File: src/rtl/egb_cfg.svh
// constants of the echo gain and burst configuration bank
`ifndef EGB_CFG_SVH
`define EGB_CFG_SVH
// register offsets
`define EGB_OFS_GAIN_PT_ONE_TWO 8'h17
`define EGB_OFS_GAIN_PT_TWO_THREE 8'h18
`define EGB_OFS_GAIN_PT_THREE_FOUR 8'h19
`define EGB_OFS_GAIN_PT_FIVE_SHIFT 8'h1a
`define EGB_OFS_INIT_GAIN_FILTER 8'h1b
`define EGB_OFS_BURST_RATE 8'h1c
`define EGB_OFS_PULSE_GAP_DEGLITCH 8'h1d
`define EGB_OFS_PRESET_ONE_PIN_CTRL 8'h1e
`define EGB_OFS_STATUS 8'h3f
`define EGB_REG_COUNT 8
`define EGB_RESET_VAL 8'h00
// field positions
`define EGB_POS_SHIFT 0
`define EGB_POS_STAT_PENDING 0
`define EGB_POS_STAT_BURST_RATE_CODE_BAD 1
`define EGB_POS_IF_SEL 7
`define EGB_POS_DIAG_PAGE 6
`define EGB_POS_XCVR_OFF 5
// burst rate law, in fifths of a kilohertz
`define EGB_BURST_RATE_CODE_MAX 8'hfa
`define EGB_BURST_RATE_CODE_BASE_FIFTHS 12'h096
`define EGB_SHIFT_MULT 12'h006
// timing
`define EGB_CLK_NS 40
`define EGB_CLK_PS 40000
`define EGB_DEGLITCH_STEP_NS 8000
`define EGB_DEAD_STEP_PS 62500
`define EGB_DEGLITCH_STEP_CYC ((`EGB_DEGLITCH_STEP_NS + `EGB_CLK_NS - 1) / `EGB_CLK_NS)
`endif

File: src/rtl/egb_pkg.sv
// types of the echo gain and burst configuration bank
package egb_pkg;
  // settings handed to the measurement engine
  typedef struct packed {
    logic [4:0][9:0] ramp_gain_hdb;
    logic [9:0] init_gain_hdb;
    logic [3:0] bandpass_width_khz;
    logic [11:0] burst_rate_fifths;
    logic [11:0] deglitch_cycles;
    logic [4:0] pulse_gap_cycles;
    logic uart_mode;
    logic xcvr_enable;
    logic diag_page_system;
    logic [4:0] pulse_count;
    logic single_pulse_a_only;
  } egb_settings_t;
  // register access request
  typedef struct packed {
    logic [7:0] addr;
    logic [7:0] wdata;
    logic wr;
    logic rd;
  } egb_bus_t;
endpackage : egb_pkg

File: src/rtl/egb_config_regs.sv
// echo gain and burst configuration register bank
//
// The plain strobed port was left to the implementer.
`timescale 1ns/100ps
`include "egb_cfg.svh"

// Overview of operation
// RULE1: each gain point yields half a dB per code step plus one, plus range offset
// RULE2: first gain point is bits 7:2 of offset 17h
// RULE3: second gain point: low bits 1:0 at 17h, upper bits 7:4 at 18h
// RULE4: third gain point: bits 3:0 at 18h low, bits 7:6 at 19h high
// RULE5: fourth gain point is bits 5:0 of offset 19h
// RULE6: fifth gain point is bits 7:2 of 1ah; bit 1 spare but read/write
// RULE7: shift bit 0 of 1ah multiplies burst rate by six
// RULE8: bits 7:6 of 1bh give bandpass width of two times code plus one kHz
// RULE9: bits 5:0 of 1bh give initial gain with the gain point law
// RULE10: offset 1ch code gives burst rate of 0.2 kHz per step plus 30 kHz
// RULE11: software writes burst rate codes only up to 250
// RULE12: bits 7:4 of 1dh give deglitch period of code times 8 us
// RULE13: bits 3:0 of 1dh give pulse gap of code times 0.0625 us
// RULE14: 1eh holds interface select, diag page, transceiver off, pulse count
// RULE15: all eight registers reset to zero and are fully read/write
// RULE16: interface select clear means time-based, set means one-wire uart
// RULE17: transceiver off bit acts only while time-based interface is selected
// RULE18: pulse count zero gives one pulse on driver output a only
// RULE19: diag page clear shows uart diagnostics, set shows system diagnostics
// RULE20: new values take effect only between measurements, never during one
module egb_config_regs #(
  parameter int REG_COUNT = `EGB_REG_COUNT
) (
  input wire logic clk,
  input wire logic srst,
  input wire egb_pkg::egb_bus_t bus,
  input wire logic measure_busy,
  input wire logic [7:0] front_end_gain_range_db,
  output logic [7:0] rdata,
  output egb_pkg::egb_settings_t settings,
  output logic update_pending,
  output logic burst_rate_code_code_invalid
);

  ////////////////////////////////////////////////////////////////////////////
  // decoding helpers

  // true when the address falls inside the configuration window
  function automatic logic in_bank(input logic [7:0] addr);
    logic [8:0] top;
    top = {1'b0, `EGB_OFS_GAIN_PT_ONE_TWO} + 9'(REG_COUNT);
    in_bank = (addr >= `EGB_OFS_GAIN_PT_ONE_TWO) && ({1'b0, addr} < top);
  endfunction : in_bank

  // index of a register inside the window
  function automatic logic [2:0] bank_index(input logic [7:0] addr);
    logic [7:0] diff;
    diff = addr - `EGB_OFS_GAIN_PT_ONE_TWO;
    bank_index = diff[2:0];
  endfunction : bank_index

  // gain law in half-dB units: code plus one, plus twice the range offset
  function automatic logic [9:0] gain_hdb(input logic [5:0] code, input logic [7:0] ofs);
    logic [9:0] g;
    g = 10'({4'h0, code}) + 10'h001 + {1'b0, ofs, 1'b0};
    gain_hdb = g;
  endfunction : gain_hdb

  // pulse gap in clock cycles, rounded up so the gap is never short
  function automatic logic [4:0] gap_cycles(input logic [3:0] code);
    int t;
    t = (int'(code) * `EGB_DEAD_STEP_PS + `EGB_CLK_PS - 1) / `EGB_CLK_PS;
    gap_cycles = t[4:0];
  endfunction : gap_cycles

  ////////////////////////////////////////////////////////////////////////////
  // register storage

  logic [7:0] regs [REG_COUNT];
  logic wr_hit;
  logic rd_hit;
  logic [2:0] hit_idx;

  // shared decode of the current access
  assign wr_hit = bus.wr && in_bank(bus.addr);
  assign rd_hit = bus.rd && in_bank(bus.addr);
  assign hit_idx = bank_index(bus.addr);

  // one write port per register; every bit, spare ones too, is stored
  genvar gi;
  generate
    for (gi = 0; gi < REG_COUNT; gi = gi + 1) begin : g_reg
      always_ff @(posedge clk) begin
        if (srst) begin
          regs[gi] <= `EGB_RESET_VAL; // RULE15
        end else if (wr_hit && (hit_idx == 3'(gi))) begin
          regs[gi] <= bus.wdata; // RULE15 RULE6
        end
      end
    end
  endgenerate

  ////////////////////////////////////////////////////////////////////////////
  // field extraction from the staged registers

  logic [4:0][5:0] pt_code;
  logic [5:0] init_code;
  logic [1:0] bw_code;
  logic [7:0] rate_code;
  logic rate_shift;
  logic [3:0] deglitch_code;
  logic [3:0] gap_code;
  logic [7:0] pin_ctrl;

  // gain points; split fields keep the earlier register as the low part
  assign pt_code[0] = regs[0][7:2]; // RULE2
  assign pt_code[1] = {regs[1][7:4], regs[0][1:0]}; // RULE3
  assign pt_code[2] = {regs[2][7:6], regs[1][3:0]}; // RULE4
  assign pt_code[3] = regs[2][5:0]; // RULE5
  assign pt_code[4] = regs[3][7:2]; // RULE6

  // remaining codes
  assign rate_shift = regs[3][`EGB_POS_SHIFT]; // RULE7
  assign bw_code = regs[4][7:6]; // RULE8
  assign init_code = regs[4][5:0]; // RULE9
  assign rate_code = regs[5]; // RULE10
  assign deglitch_code = regs[6][7:4]; // RULE12
  assign gap_code = regs[6][3:0]; // RULE13
  assign pin_ctrl = regs[7]; // RULE14

  ////////////////////////////////////////////////////////////////////////////
  // settings computed from the staged codes

  egb_pkg::egb_settings_t next_settings;
  logic [11:0] base_fifths;

  // the engine gets ready-made quantities, not raw codes
  always_comb begin
    next_settings = '0;
    base_fifths = {4'h0, rate_code} + `EGB_BURST_RATE_CODE_BASE_FIFTHS; // RULE10
    for (int i = 0; i < 5; i++) begin
      next_settings.ramp_gain_hdb[i] = gain_hdb(pt_code[i], front_end_gain_range_db); // RULE1
    end
    next_settings.init_gain_hdb = gain_hdb(init_code, front_end_gain_range_db); // RULE9
    next_settings.bandpass_width_khz = {1'b0, bw_code, 1'b0} + 4'h2; // RULE8
    if (rate_shift) begin
      next_settings.burst_rate_fifths = 12'(base_fifths * `EGB_SHIFT_MULT); // RULE7
    end else begin
      next_settings.burst_rate_fifths = base_fifths;
    end
    next_settings.deglitch_cycles = 12'(int'(deglitch_code) * `EGB_DEGLITCH_STEP_CYC); // RULE12
    next_settings.pulse_gap_cycles = gap_cycles(gap_code); // RULE13
    next_settings.uart_mode = pin_ctrl[`EGB_POS_IF_SEL]; // RULE16
    // disabling the transceiver would cut off a uart link, so it is ignored there
    next_settings.xcvr_enable = pin_ctrl[`EGB_POS_IF_SEL] | ~pin_ctrl[`EGB_POS_XCVR_OFF]; // RULE17
    next_settings.diag_page_system = pin_ctrl[`EGB_POS_DIAG_PAGE]; // RULE19
    if (pin_ctrl[4:0] == 5'h00) begin
      next_settings.pulse_count = 5'h01; // RULE18
      next_settings.single_pulse_a_only = 1'b1; // RULE18
    end else begin
      next_settings.pulse_count = pin_ctrl[4:0];
      next_settings.single_pulse_a_only = 1'b0;
    end
  end

  ////////////////////////////////////////////////////////////////////////////
  // active settings, frozen while a measurement runs

  // tracking every idle cycle avoids a separate apply strobe from software
  always_ff @(posedge clk) begin
    if (srst) begin
      settings <= '0;
    end else if (!measure_busy) begin
      settings <= next_settings; // RULE20
    end
  end

  // a write during a measurement waits; the set beats the idle release
  always_ff @(posedge clk) begin
    if (srst) begin
      update_pending <= 1'b0;
    end else if (wr_hit && measure_busy) begin
      update_pending <= 1'b1; // RULE20
    end else if (!measure_busy) begin
      update_pending <= 1'b0;
    end
  end

  // out-of-range rate codes are stored but flagged for software
  always_ff @(posedge clk) begin
    if (srst) begin
      burst_rate_code_code_invalid <= 1'b0;
    end else begin
      burst_rate_code_code_invalid <= rate_code > `EGB_BURST_RATE_CODE_MAX; // RULE11
    end
  end

  ////////////////////////////////////////////////////////////////////////////
  // read port

  // read data stand one cycle after the strobe and only then
  always_ff @(posedge clk) begin
    if (srst) begin
      rdata <= 8'h00;
    end else if (rd_hit) begin
      rdata <= regs[hit_idx]; // RULE15
    end else if (bus.rd && (bus.addr == `EGB_OFS_STATUS)) begin
      rdata <= 8'h00;
      rdata[`EGB_POS_STAT_PENDING] <= update_pending;
      rdata[`EGB_POS_STAT_BURST_RATE_CODE_BAD] <= burst_rate_code_code_invalid;
    end else begin
      rdata <= 8'h00; // unmapped or idle reads give zero
    end
  end

  ////////////////////////////////////////////////////////////////////////////
  // checks

  // follows reset by one edge; the release edge still stores reset values,
  // so no check may compare against the registers sampled there
  logic rst_trail;

  always_ff @(posedge clk) begin
    rst_trail <= srst;
  end
endmodule : egb_config_regs

File: config.mk
export PLATFORM = sky130hd
export DESIGN_NAME = egb_config_regs
export DESIGN_NICKNAME = d
export VERILOG_FILES = /design/src/rtl/egb_pkg.sv /design/src/rtl/egb_config_regs.sv
export VERILOG_INCLUDE_DIRS = /design/src /design/src/rtl
export SDC_FILE = /design/constraint.sdc
export NUM_CORES = 1
export LEC_CHECK = 0
export BUFFER_PORTS_ARGS = -buffer_cell sky130_fd_sc_hd__buf_2
export CORE_AREA = 2 2 176 178
export CTS_CLUSTER_SIZE = 8
export DETAILED_ROUTE_END_ITERATION = 10
export DIE_AREA = 0 0 178 180
export PLACE_DENSITY = 0.56
export SLEW_MARGIN = 20
export SYNTH_ARGS = -nofsm -noshare
export SYNTH_HDL_FRONTEND = slang
export SYNTH_SLANG_ARGS = --single-unit
File: constraint.sdc
create_clock -name clk -period 8.2 [get_ports clk]
set_clock_uncertainty 0.1 [all_clocks]
set_input_delay 1.64 -clock clk [delete_from_list [all_inputs] [get_ports clk]]
set_output_delay 1.64 -clock clk [all_outputs]
set_load 0.02 [all_outputs]
==> out/metrics.yaml, run 1 <==
place_inst: 1794
slew_violations: 0
holdCritStartpoint: "settings[84]"
io_buffers: 136
avgSynthCellArea_um2: 9.12
crit_path_start_kind: "flip-flop"
synth_area_leaders: "dfxtp_1 (18%), edfxtp_1 (16%), ha_1 (8.4%)"
clkTransAtPathRegs_ns: 0.07
die_y_um: 180
period_needed_ns: 7.76
grt_setup_unrepaired: "false"
finalCritPeriodShare: 0.947
routedWlPerCell_um: 19.3
worstPathArrival_ns: 7.98
required_ns: 8.41
whs_ns: 0.362
slowest_stage: "or4_1"
antenna_found_initial: 0
drt_iter0_drc: 726
diodes: 0
layout_common_cells: "nor2_1 (181), buf_2 (134), a21oi_1 (110), dfxtp_1 (108), nand2_1 (82)"
cts_buffer_depth: 2
finalHoldViolations: 0
rows: 64
yosysTopAreaCell: "dfxtp_1"
async_flop_share: 0
grt.total_usage: 0.220
grt_max_degree: 91
drc: 0
fp.dieW_um: 178
fmax_ghz: 0.129
synth-seq-area-share: 0.341
synth_cell_type_count: 100
path_max_fanout: 10
grt_first_pass_wirelength_um: 54900
clk_latency_ns: 0.43
grt_overflow: 0
syn-instance-count: 1311
yosysTopAreaCellShare: 0.181
endpoint_kind: "flip-flop"
syn-cell-area_um2: 12000
finalWirelength_um: 35400
peakVddDrop_mv: 0.274
synth_edf_count: 64
reg2reg_from: "regs[6][1]"
numCtsBuffers: 17
avgViaCountPerCell: 5.54
crit_type: "flip-flop to flip-flop"
leakage_nw: 6.00
num_io_pins: 141
tightest_slew_ns: 0.993
drt_pass1_iterations: 5
fin_setup_tns_ns: 0
critPathLaunch: "regs[6][1]"
htreeDepth: 4
yosys_warnings: 0
p_per_area_nw_per_um2: 326
drive_gt1_frac: 0.186
finalNetCount: 1544
crit_chain: "inv_1, ha_1, fa_1, inv_1, fa_1, nand2b_1, or4_1, a211oi_1, xnor2_1, a41oi_4, o21ai_1, nand2_1, a221oi_4, o211a_4, a21oi_1, a2111oi_2, nand2_1, o21ai_2, xnor2_1, or4_1, o31a_1, o41ai_1, o211ai_1"
fp.dieArea_um2: 32000
fin_cells: 1832
min_path_type: "flip-flop to flip-flop"
cts_tree: "yes"
syn_to_final_growth_pct: 13.9
vias: 10100
cts-root-buf: "clkbuf_16"
ys.flop_type: "dfxtp_1"
finalWeightedCongestion: 0.861
drv_cap: 0
ant_nets: 0
grt_pass1_vias: 9622
final_common_cell: "nor2_1"
cts_sinks: 172
slowest_delay_ns: 0.64
setup_viol: 0
core_um2: 30200
relSlewSlack: 0.338
initial_core_util: 0.396
yosys_register_bits: 172
hpwl_um: 27000
status: "completed"
## worst paths after layout
| check | slack [ns] | endpoint | cells after the start |
|---|---|---|---|
| max | 0.44 | settings[9] | 23 |
| min | 0.36 | settings[84] | 2 |
| max reg2reg | 0.44 | settings[9] | 23 |
| min reg2reg | 0.36 | settings[84] | 2 |
## report_power, final
part / switching, W / internal, W / total [W]
clock network: 0.000368 / 0.000442 / 0.000810
logic: 0.00159 / 0.00104 / 0.00262
registers: 0.0000535 / 0.000949 / 0.00100
## metal layers
layer / GRT usage / share of wire / vias up
met5: 0 / 0 / -
met4: 0.0613 / 0.021 / 0
met3: 0.0360 / 0.055 / 35
met2: 0.324 / 0.43 / 292
met1: 0.330 / 0.50 / 4882
li1: - / - / 4938
## worst max-delay path: cells and delay by family (launching register included)
kind | cells | cell delay (ns)
compound gates | 11 | 3.15
xor+xnor | 2 | 0.35
fa+ha+maj | 3 | 1.30
buf+inv | 2 | 0.29
flops | 1 | 0.46
simple gates | 5 | 1.98
## cell type report
type                       count  area [µm²]
clock buffer                  18         450
clock inverter                14         131
fill                        2960       16600
inverter                      49         184
multi-input combinational   1029        7450
sequential                   172        4080
tap                          396         495
timing repair buffer         154         821
## cells in the mapped netlist, types with 6 or more instances
| library cell | n |
|---|---|
| ha_1 | 80 |
| a21oi_1 | 110 |
| o211ai_1 | 10 |
| and3_1 | 74 |
| or2_2 | 6 |
| nor4_1 | 6 |
| nand3_1 | 16 |
| nor2_1 | 182 |
| xor2_1 | 20 |
| a21o_1 | 39 |
| a211oi_1 | 9 |
| a31oi_1 | 11 |
| o21a_1 | 12 |
| nand4_1 | 7 |
| dfxtp_1 | 108 |
| o21ai_0 | 29 |
| edfxtp_1 | 64 |
| mux2i_1 | 24 |
| fa_1 | 12 |
| buf_1 | 7 |
| clkbuf_1 | 46 |
| a22oi_1 | 11 |
| nor2b_1 | 24 |
| nand2b_1 | 26 |
| mux4_2 | 16 |
| xnor2_1 | 61 |
| nand2_1 | 82 |
| inv_1 | 49 |
| nor3_1 | 26 |
## cells by family after synthesis
group           Yosys count  synth area share
mux                      43            0.0542
other cells               1          0.000314
xor+xnor                 87            0.0684
flops                   172             0.341
compound gates          316             0.192
simple gates            485             0.199
fa+ha+maj                94             0.106
buf+inv                 113            0.0384
## repair_timing
item,in CTS,in global routing
hold endpoints to repair,0,0
resized for setup,0,6
hold buffers,0,0
buffers inserted,0,6
endpoints found under the setup margin,0,2
## flip-flops by register name, indices dropped and copies added, names as in the netlist
signal	flops
settings	98
rdata	8
update_pending	1
regs	64
burst_rate_code_code_invalid	1
## metrics by stage
stage | util | setup WS [ns] | instance area (µm²) | power [W]
floorplan | - | 1.18 | 12000 | 0.00306
global placement | 0.430 | 0.442 | 13000 | 0.00357
detailed placement | 0.430 | 0.144 | 13000 | 0.00359
CTS | 0.449 | 0.146 | 13600 | 0.00441
global route | 0.451 | 0.0154 | 13600 | 0.00476
finish | 0.451 | 0.438 | 13600 | 0.00444
Note: power is estimated with default switching activity, not from simulation.
==> run 2, diff against run 1 <==
- ABC_AREA: not set -> 1
- CORE_AREA: 2 2 176 178 -> 2 2 175 177
- DIE_AREA: 0 0 178 180 -> 0 0 177 179
==> run 2 against run 1 <==
Hold slack better by 0.0085 ns; first-iteration DRC count up 21%; synthesized cell count up 21%; area after synthesis down 1.4%.
==> out/metrics.yaml, run 2 <==
crit_top_cell: "nand2_1"
cts_sinks: 172  # unchanged
p_clk_frac: 0.184  # about the same
cp_num_buf_inv: 9  # +7
yosysTopAreaCell: "dfxtp_1"
peakVddDrop_mv: 0.262  # -4.4%
syn_to_final_growth_pct: 13.3
whs_ns: 0.371  # +0.00849 ns
final_common_cell: "nand2_1"
place_inst: 2075  # +16%
synth-seq-area-share: 0.346  # +0.00478
leakage_nw: 6.53  # +8.9%
period_needed_ns: 7.19  # -0.570 ns
yosys_warnings: 0  # unchanged
min_path_type: "flip-flop to flip-flop"
slew_violations: 0  # unchanged
crit_type: "flip-flop to flip-flop"
finalHoldViolations: 0  # unchanged
grt_first_pass_wirelength_um: 53900  # -1.7%
htreeDepth: 4  # unchanged
hpwl_um: 26300  # -2.7%
numCtsBuffers: 17  # unchanged
cts_tree: "yes"
slowest_delay_ns: 0.69  # +0.05 ns
fmax_ghz: 0.139  # +7.9%
avgViaCountPerCell: 5.11  # -7.7%
clkTransAtPathRegs_ns: 0.08  # about the same
grt_overflow: 0  # unchanged
top_register: "settings"
finalWirelength_um: 34400  # -2.9%
num_io_pins: 141  # unchanged
grt_setup_unrepaired: "false"
diodes: 0  # unchanged
syn-cell-area_um2: 11800  # -1.4%
largest_reg_flops: 98  # unchanged
swShare: 0.488  # +0.0352
cts-root-buf: "clkbuf_16"
largestRegisters: "settings x98, regs x64, rdata x8"
async_flop_share: 0  # unchanged
fp.dieArea_um2: 31700  # -1.1%
synth_area_leaders: "dfxtp_1 (18%), edfxtp_1 (16%), ha_1 (8.5%)"
synth_edf_count: 64  # unchanged
vias: 10800  # +6.2%
clk_latency_ns: 0.44  # about the same
crit_path_start_kind: "flip-flop"
drt_iter0_drc: 878  # +21%
antenna_found_initial: 0  # unchanged
synth_common_cells: "nand2_1 (266), nor2_1 (194), inv_1 (179)"
finalWeightedCongestion: 0.861  # about the same
ant_nets: 0  # unchanged
syn-instance-count: 1585  # +21%
fin_setup_tns_ns: 0  # unchanged
required_ns: 8.45  # +0.04 ns
layout_common_cells: "nand2_1 (266), nor2_1 (194), inv_1 (178), nand3_1 (150), o21ai_0 (137)"
yosysTopAreaCellShare: 0.183  # +0.00253
fin_cells: 2107  # +15%
p_int_w: 0.00224  # -7.8%
drv_cap: 0  # unchanged
drive_gt1_frac: 0.168  # -0.0176
core_um2: 30000  # -0.53%
worstPathArrival_ns: 7.44  # -0.54 ns
status: "completed"
tightest_slew_ns: 1.06  # +0.0681 ns
slowest_stage: "edfxtp_1"
relSlewSlack: 0.290  # -0.0480
grt_pass1_vias: 9952  # +3.4%
die_y_um: 179  # -0.56%
drt_pass1_iterations: 7  # +2
grt_max_degree: 72  # -21%
seqPwrFrac: 0.228  # +0.002
p_total_w: 0.00437  # -1.4%
p_sw_w: 0.00213  # +6.2%
avgSynthCellArea_um2: 7.44  # -18%
ys.flop_type: "dfxtp_1"
finalCritPeriodShare: 0.877  # -0.0695
synth_cell_type_count: 57  # -43%
ctsHoldBuffers: 0  # unchanged
finalNetCount: 1819  # +18%
io_buffers: 136  # unchanged
rows: 64  # unchanged
initial_core_util: 0.393  # -0.00339
postCtsSetupBuffers: 0  # unchanged
grt.total_usage: 0.218  # -0.00265
drc: 0  # unchanged
synth.most_common_cell: "nand2_1"
fp.dieW_um: 177  # -0.56%
power_frac_comb: 0.588  # -0.003
cts.repair.resized: 0  # unchanged
yosys_register_bits: 172  # unchanged
p_per_area_nw_per_um2: 327  # +0.44%
setup_viol: 0  # unchanged
cts_buffer_depth: 2  # unchanged
endpoint_kind: "flip-flop"
routedWlPerCell_um: 16.3  # -16%
critical-path-top-delay-family: "simple AND/OR/NAND/NOR gates"
path_max_fanout: 14  # +4
-- run 2: cell count changes in the layout (fill, tap and decap cells not counted), sizes merged, moves of 24 or more --
cell    delta
inv      +147
and3      -74
o21ai    +111
mux2i     -26
a21oi     -30
nand2    +233
a21o      -38
nor2      +34
nor2b     -24
xnor2     -58
nand3    +142
nand2b    -27
-- run 2: worst min-delay path: cells and delay by family, from the launching register on --
| family | cells | cell delay, ns |
|---|---|---|
| DFF | 1 | 0.31 |
| and+or+nand+nor | 2 | 0.12 |
-- run 2: path summary, 6_finish.rpt --
kind / start / end / slack (ns) / cells after the start
min reg2reg: settings[85] / settings[85] / 0.37 / 2
max: regs[6][2] / settings[9] / 1.01 / 49
min: settings[85] / settings[85] / 0.37 / 2
max reg2reg: regs[6][2] / settings[9] / 1.01 / 49
-- run 2: cells by family (layout without fill, tap and decap cells) --
group | Yosys count | after routing | share of synthesized area
buffers and inverters | 255 | 378 | 0.0867
and+or+nand+nor | 735 | 735 | 0.293
AOI/OAI and AO/OA | 290 | 290 | 0.138
xor gates and xnor gates | 40 | 40 | 0.0303
adders and majority gates | 92 | 92 | 0.105
DFF | 172 | 172 | 0.346
other | 1 | 4 | 0.000318
-- run 2: through the flow --
| step | util | cell area, µm² | worst slack [ns] |
|---|---|---|---|
| floorplan | - | 11800 | 1.99 |
| global placement | 0.426 | 12800 | 1.16 |
| detailed placement | 0.426 | 12800 | 0.976 |
| CTS | 0.445 | 13400 | 0.943 |
| global route | 0.445 | 13400 | 0.238 |
| finish | 0.445 | 13400 | 1.01 |
-- run 2: cell type report --
| type | instances | area (µm²) |
|---|---|---|
| Fill cell | 3130 | 16700 |
| Multi-Input combinational cell | 1161 | 6700 |
| Sequential cell | 172 | 4080 |
| Inverter | 203 | 773 |
| Timing Repair Buffer | 143 | 733 |
| Tap cell | 396 | 495 |
| Clock buffer | 20 | 479 |
| Clock inverter | 12 | 101 |
-- run 2: power by group through the flow --
stage | sequential (W) | clock, W | combinational [W]
2_1_floorplan | 0.00105 | 0 | 0.00211
3_3_place_gp | 0.00102 | 0 | 0.00256
3_5_place_dp | 0.00102 | 0 | 0.00258
4_1_cts | 0.000997 | 0.000811 | 0.00259
5_1_grt | 0.00100 | 0.000851 | 0.00295
6_report | 0.000998 | 0.000805 | 0.00257
-- run 2: routing by layer --
metal  share of wire  track usage  vias up
met1            0.50        0.320     4984
met2            0.44        0.336      284
met3           0.048       0.0316       33
li1                -            -     5475
met4           0.014       0.0479        0
met5               0            0        -
==> run 3, diff against run 2 <==
- TNS_END_PERCENT: not set -> 30
- clock period: 8.2 -> 6.7 ns (I/O delays scaled with it)
==> run 3 against run 2 <==
Via count increased by 2.7%; sequential share of layout area is 1.9 points lower; combinational power up 61%; cell area grew 6.7%; largest cell class unchanged; highest routed layer unchanged.
==> out/metrics.yaml, run 3 (synthesized netlist as in run 2, its figures left out) <==
worstPathArrival_ns: 6.75  # -0.69 ns
drt_iter0_drc: 855  # -2.6%
num_io_pins: 141  # unchanged
clkTransAtPathRegs_ns: 0.08  # about the same
slowest_delay_ns: 0.57  # -0.12 ns
grt.total_usage: 0.216  # -0.00120
ctsHoldBuffers: 0  # unchanged
p_per_area_nw_per_um2: 441  # +35%
avgViaCountPerCell: 5.11  # about the same
cts_buffer_depth: 2  # unchanged
crit_type: "flip-flop to flip-flop"
fin_ws_ns: 0.200  # -0.808 ns
tightest_slew_ns: 1.07  # +0.00985 ns
finalHoldViolations: 0  # unchanged
slew_violations: 0  # unchanged
min_path_type: "flip-flop to flip-flop"
numCtsBuffers: 17  # unchanged
peakVddDrop_mv: 0.362  # +38%
crit_top_cell: "nand2_2"
stdcell_area_um2: 14300  # +6.7%
finalNetCount: 1877  # +3.2%
ant_nets: 0  # unchanged
drc: 0  # unchanged
hold_depth: 2  # unchanged
io_buffers: 136  # unchanged
slowest_stage: "fa_1"
htreeDepth: 4  # unchanged
initial_core_util: 0.393  # unchanged
placedInstanceArea_um2: 12900  # +0.76%
drt_pass1_iterations: 5  # -2
cp_num_buf_inv: 9  # unchanged
antenna_found_initial: 0  # unchanged
path_depth: 47  # -4.1%
routedWlPerCell_um: 16.4  # +0.74%
required_ns: 6.95  # -1.50 ns
grt_setup_unrepaired: "true"
setup_viol: 0  # unchanged
grt_pass1_vias: 10100  # +1.4%
finalWeightedCongestion: 0.869  # +0.96%
endpoint_kind: "flip-flop"
fmax_ghz: 0.154  # +11%
finalWirelength_um: 35600  # +3.5%
clk_latency_ns: 0.44  # about the same
cts_sinks: 172  # unchanged
grt_overflow: 0  # unchanged
diodes: 0  # unchanged
r2r_cells: 47  # -4.1%
drv_cap: 0  # unchanged
relSlewSlack: 0.278  # -0.0115
pre_cts_slack_ns: -0.121  # -1.10 ns
vias: 11100  # +2.7%
grt_first_pass_wirelength_um: 53700  # -0.37%
nFillCells: 3002  # -4.1%
finalCritPeriodShare: 0.970  # +0.0931
grt_max_degree: 72  # unchanged
critical-path-top-delay-family: "simple AND/OR/NAND/NOR gates"
crit_path_start_kind: "flip-flop"
largestRegisters: "settings x98, regs x64, rdata x8"
path_max_fanout: 7  # -7
rows: 64  # unchanged
top_register: "settings"
final_common_cell: "nand2_1"
die_y_um: 179  # unchanged
leakage_nw: 6.89  # +5.6%
largest_reg_flops: 98  # unchanged
regArea_um2: 4080  # unchanged
multiInputGateArea_um2: 7180  # +7.2%
drive_gt1_frac: 0.237  # +0.0691
status: "completed"
layout_common_cells: "nand2_1 (234), nor2_1 (188), inv_1 (171), o21ai_0 (136), buf_2 (136)"
core_um2: 30000  # unchanged
fp.dieW_um: 177  # unchanged
cts-root-buf: "clkbuf_16"
fp.dieArea_um2: 31700  # unchanged
hpwl_um: 26300  # about the same
syn_to_final_growth_pct: 21.0
cts_tree: "yes"
period_needed_ns: 6.50  # -0.692 ns
[run 3: what timing repair did]
item	in CTS	in global routing
pin swaps	1	78
endpoints found under the hold margin	0	0
gates resized for setup	3	126
setup buffers	4	37
cloned	0	4
endpoints found under the setup margin	1	2
[run 3: report_power, final]
| part | switching, W | internal (W) | leakage [nW] |
|---|---|---|---|
| Clock | 0.000456 | 0.000483 | 0.270 |
| Sequential | 0.0000562 | 0.00116 | 1.50 |
| Combinational | 0.00255 | 0.00158 | 5.13 |
| Total | 0.00307 | 0.00322 | 6.89 |
[run 3: cell type report]
type | instances | share of cell area
multi-input cells | 1164 | 0.504
well taps | 396 | 0.0347
inverters | 203 | 0.0553
clock buffers | 18 | 0.0301
flip-flops and latches | 172 | 0.286
clock inverters | 14 | 0.00772
repair buffers | 198 | 0.0824
[run 3: worst paths after layout]
check / start / end / slack, ns
setup / recovery: regs[6][2] / settings[9] / 0.20
hold / removal: settings[17] / settings[17] / 0.37
setup reg to reg: regs[6][2] / settings[9] / 0.20
hold reg to reg: settings[17] / settings[17] / 0.37
[run 3: tightest hold or removal path: cells and delay by family, from the launching register on]
| kind | cells | cell delay [ns] |
|---|---|---|
| simple gates | 2 | 0.12 |
| flops | 1 | 0.31 |
[run 3: through the flow]
stage | hold slack, ns | power, W | cells | util | setup TNS, ns
final | 0.371 | 0.00629 | 2165 | 0.475 | 0
after global routing | 0.384 | 0.00682 | 2165 | 0.475 | -0.245
after CTS | 0.373 | 0.00540 | 2124 | 0.448 | 0
after detailed placement | 0.360 | 0.00444 | 2088 | 0.429 | -0.121
after global placement | 0.358 | 0.00442 | 2088 | 0.429 | 0
after floorplan | 0.319 | 0.00387 | 1588 | - | 0
[run 3: layer usage]
layer  vias to the layer above  routed length, µm  global-route usage
met5                         -                  0                   0
met4                         0                594              0.0554
met3                        42               1990              0.0320
met2                       301              15800               0.334
met1                      5127              17200               0.315
li1                       5598                  -                   -
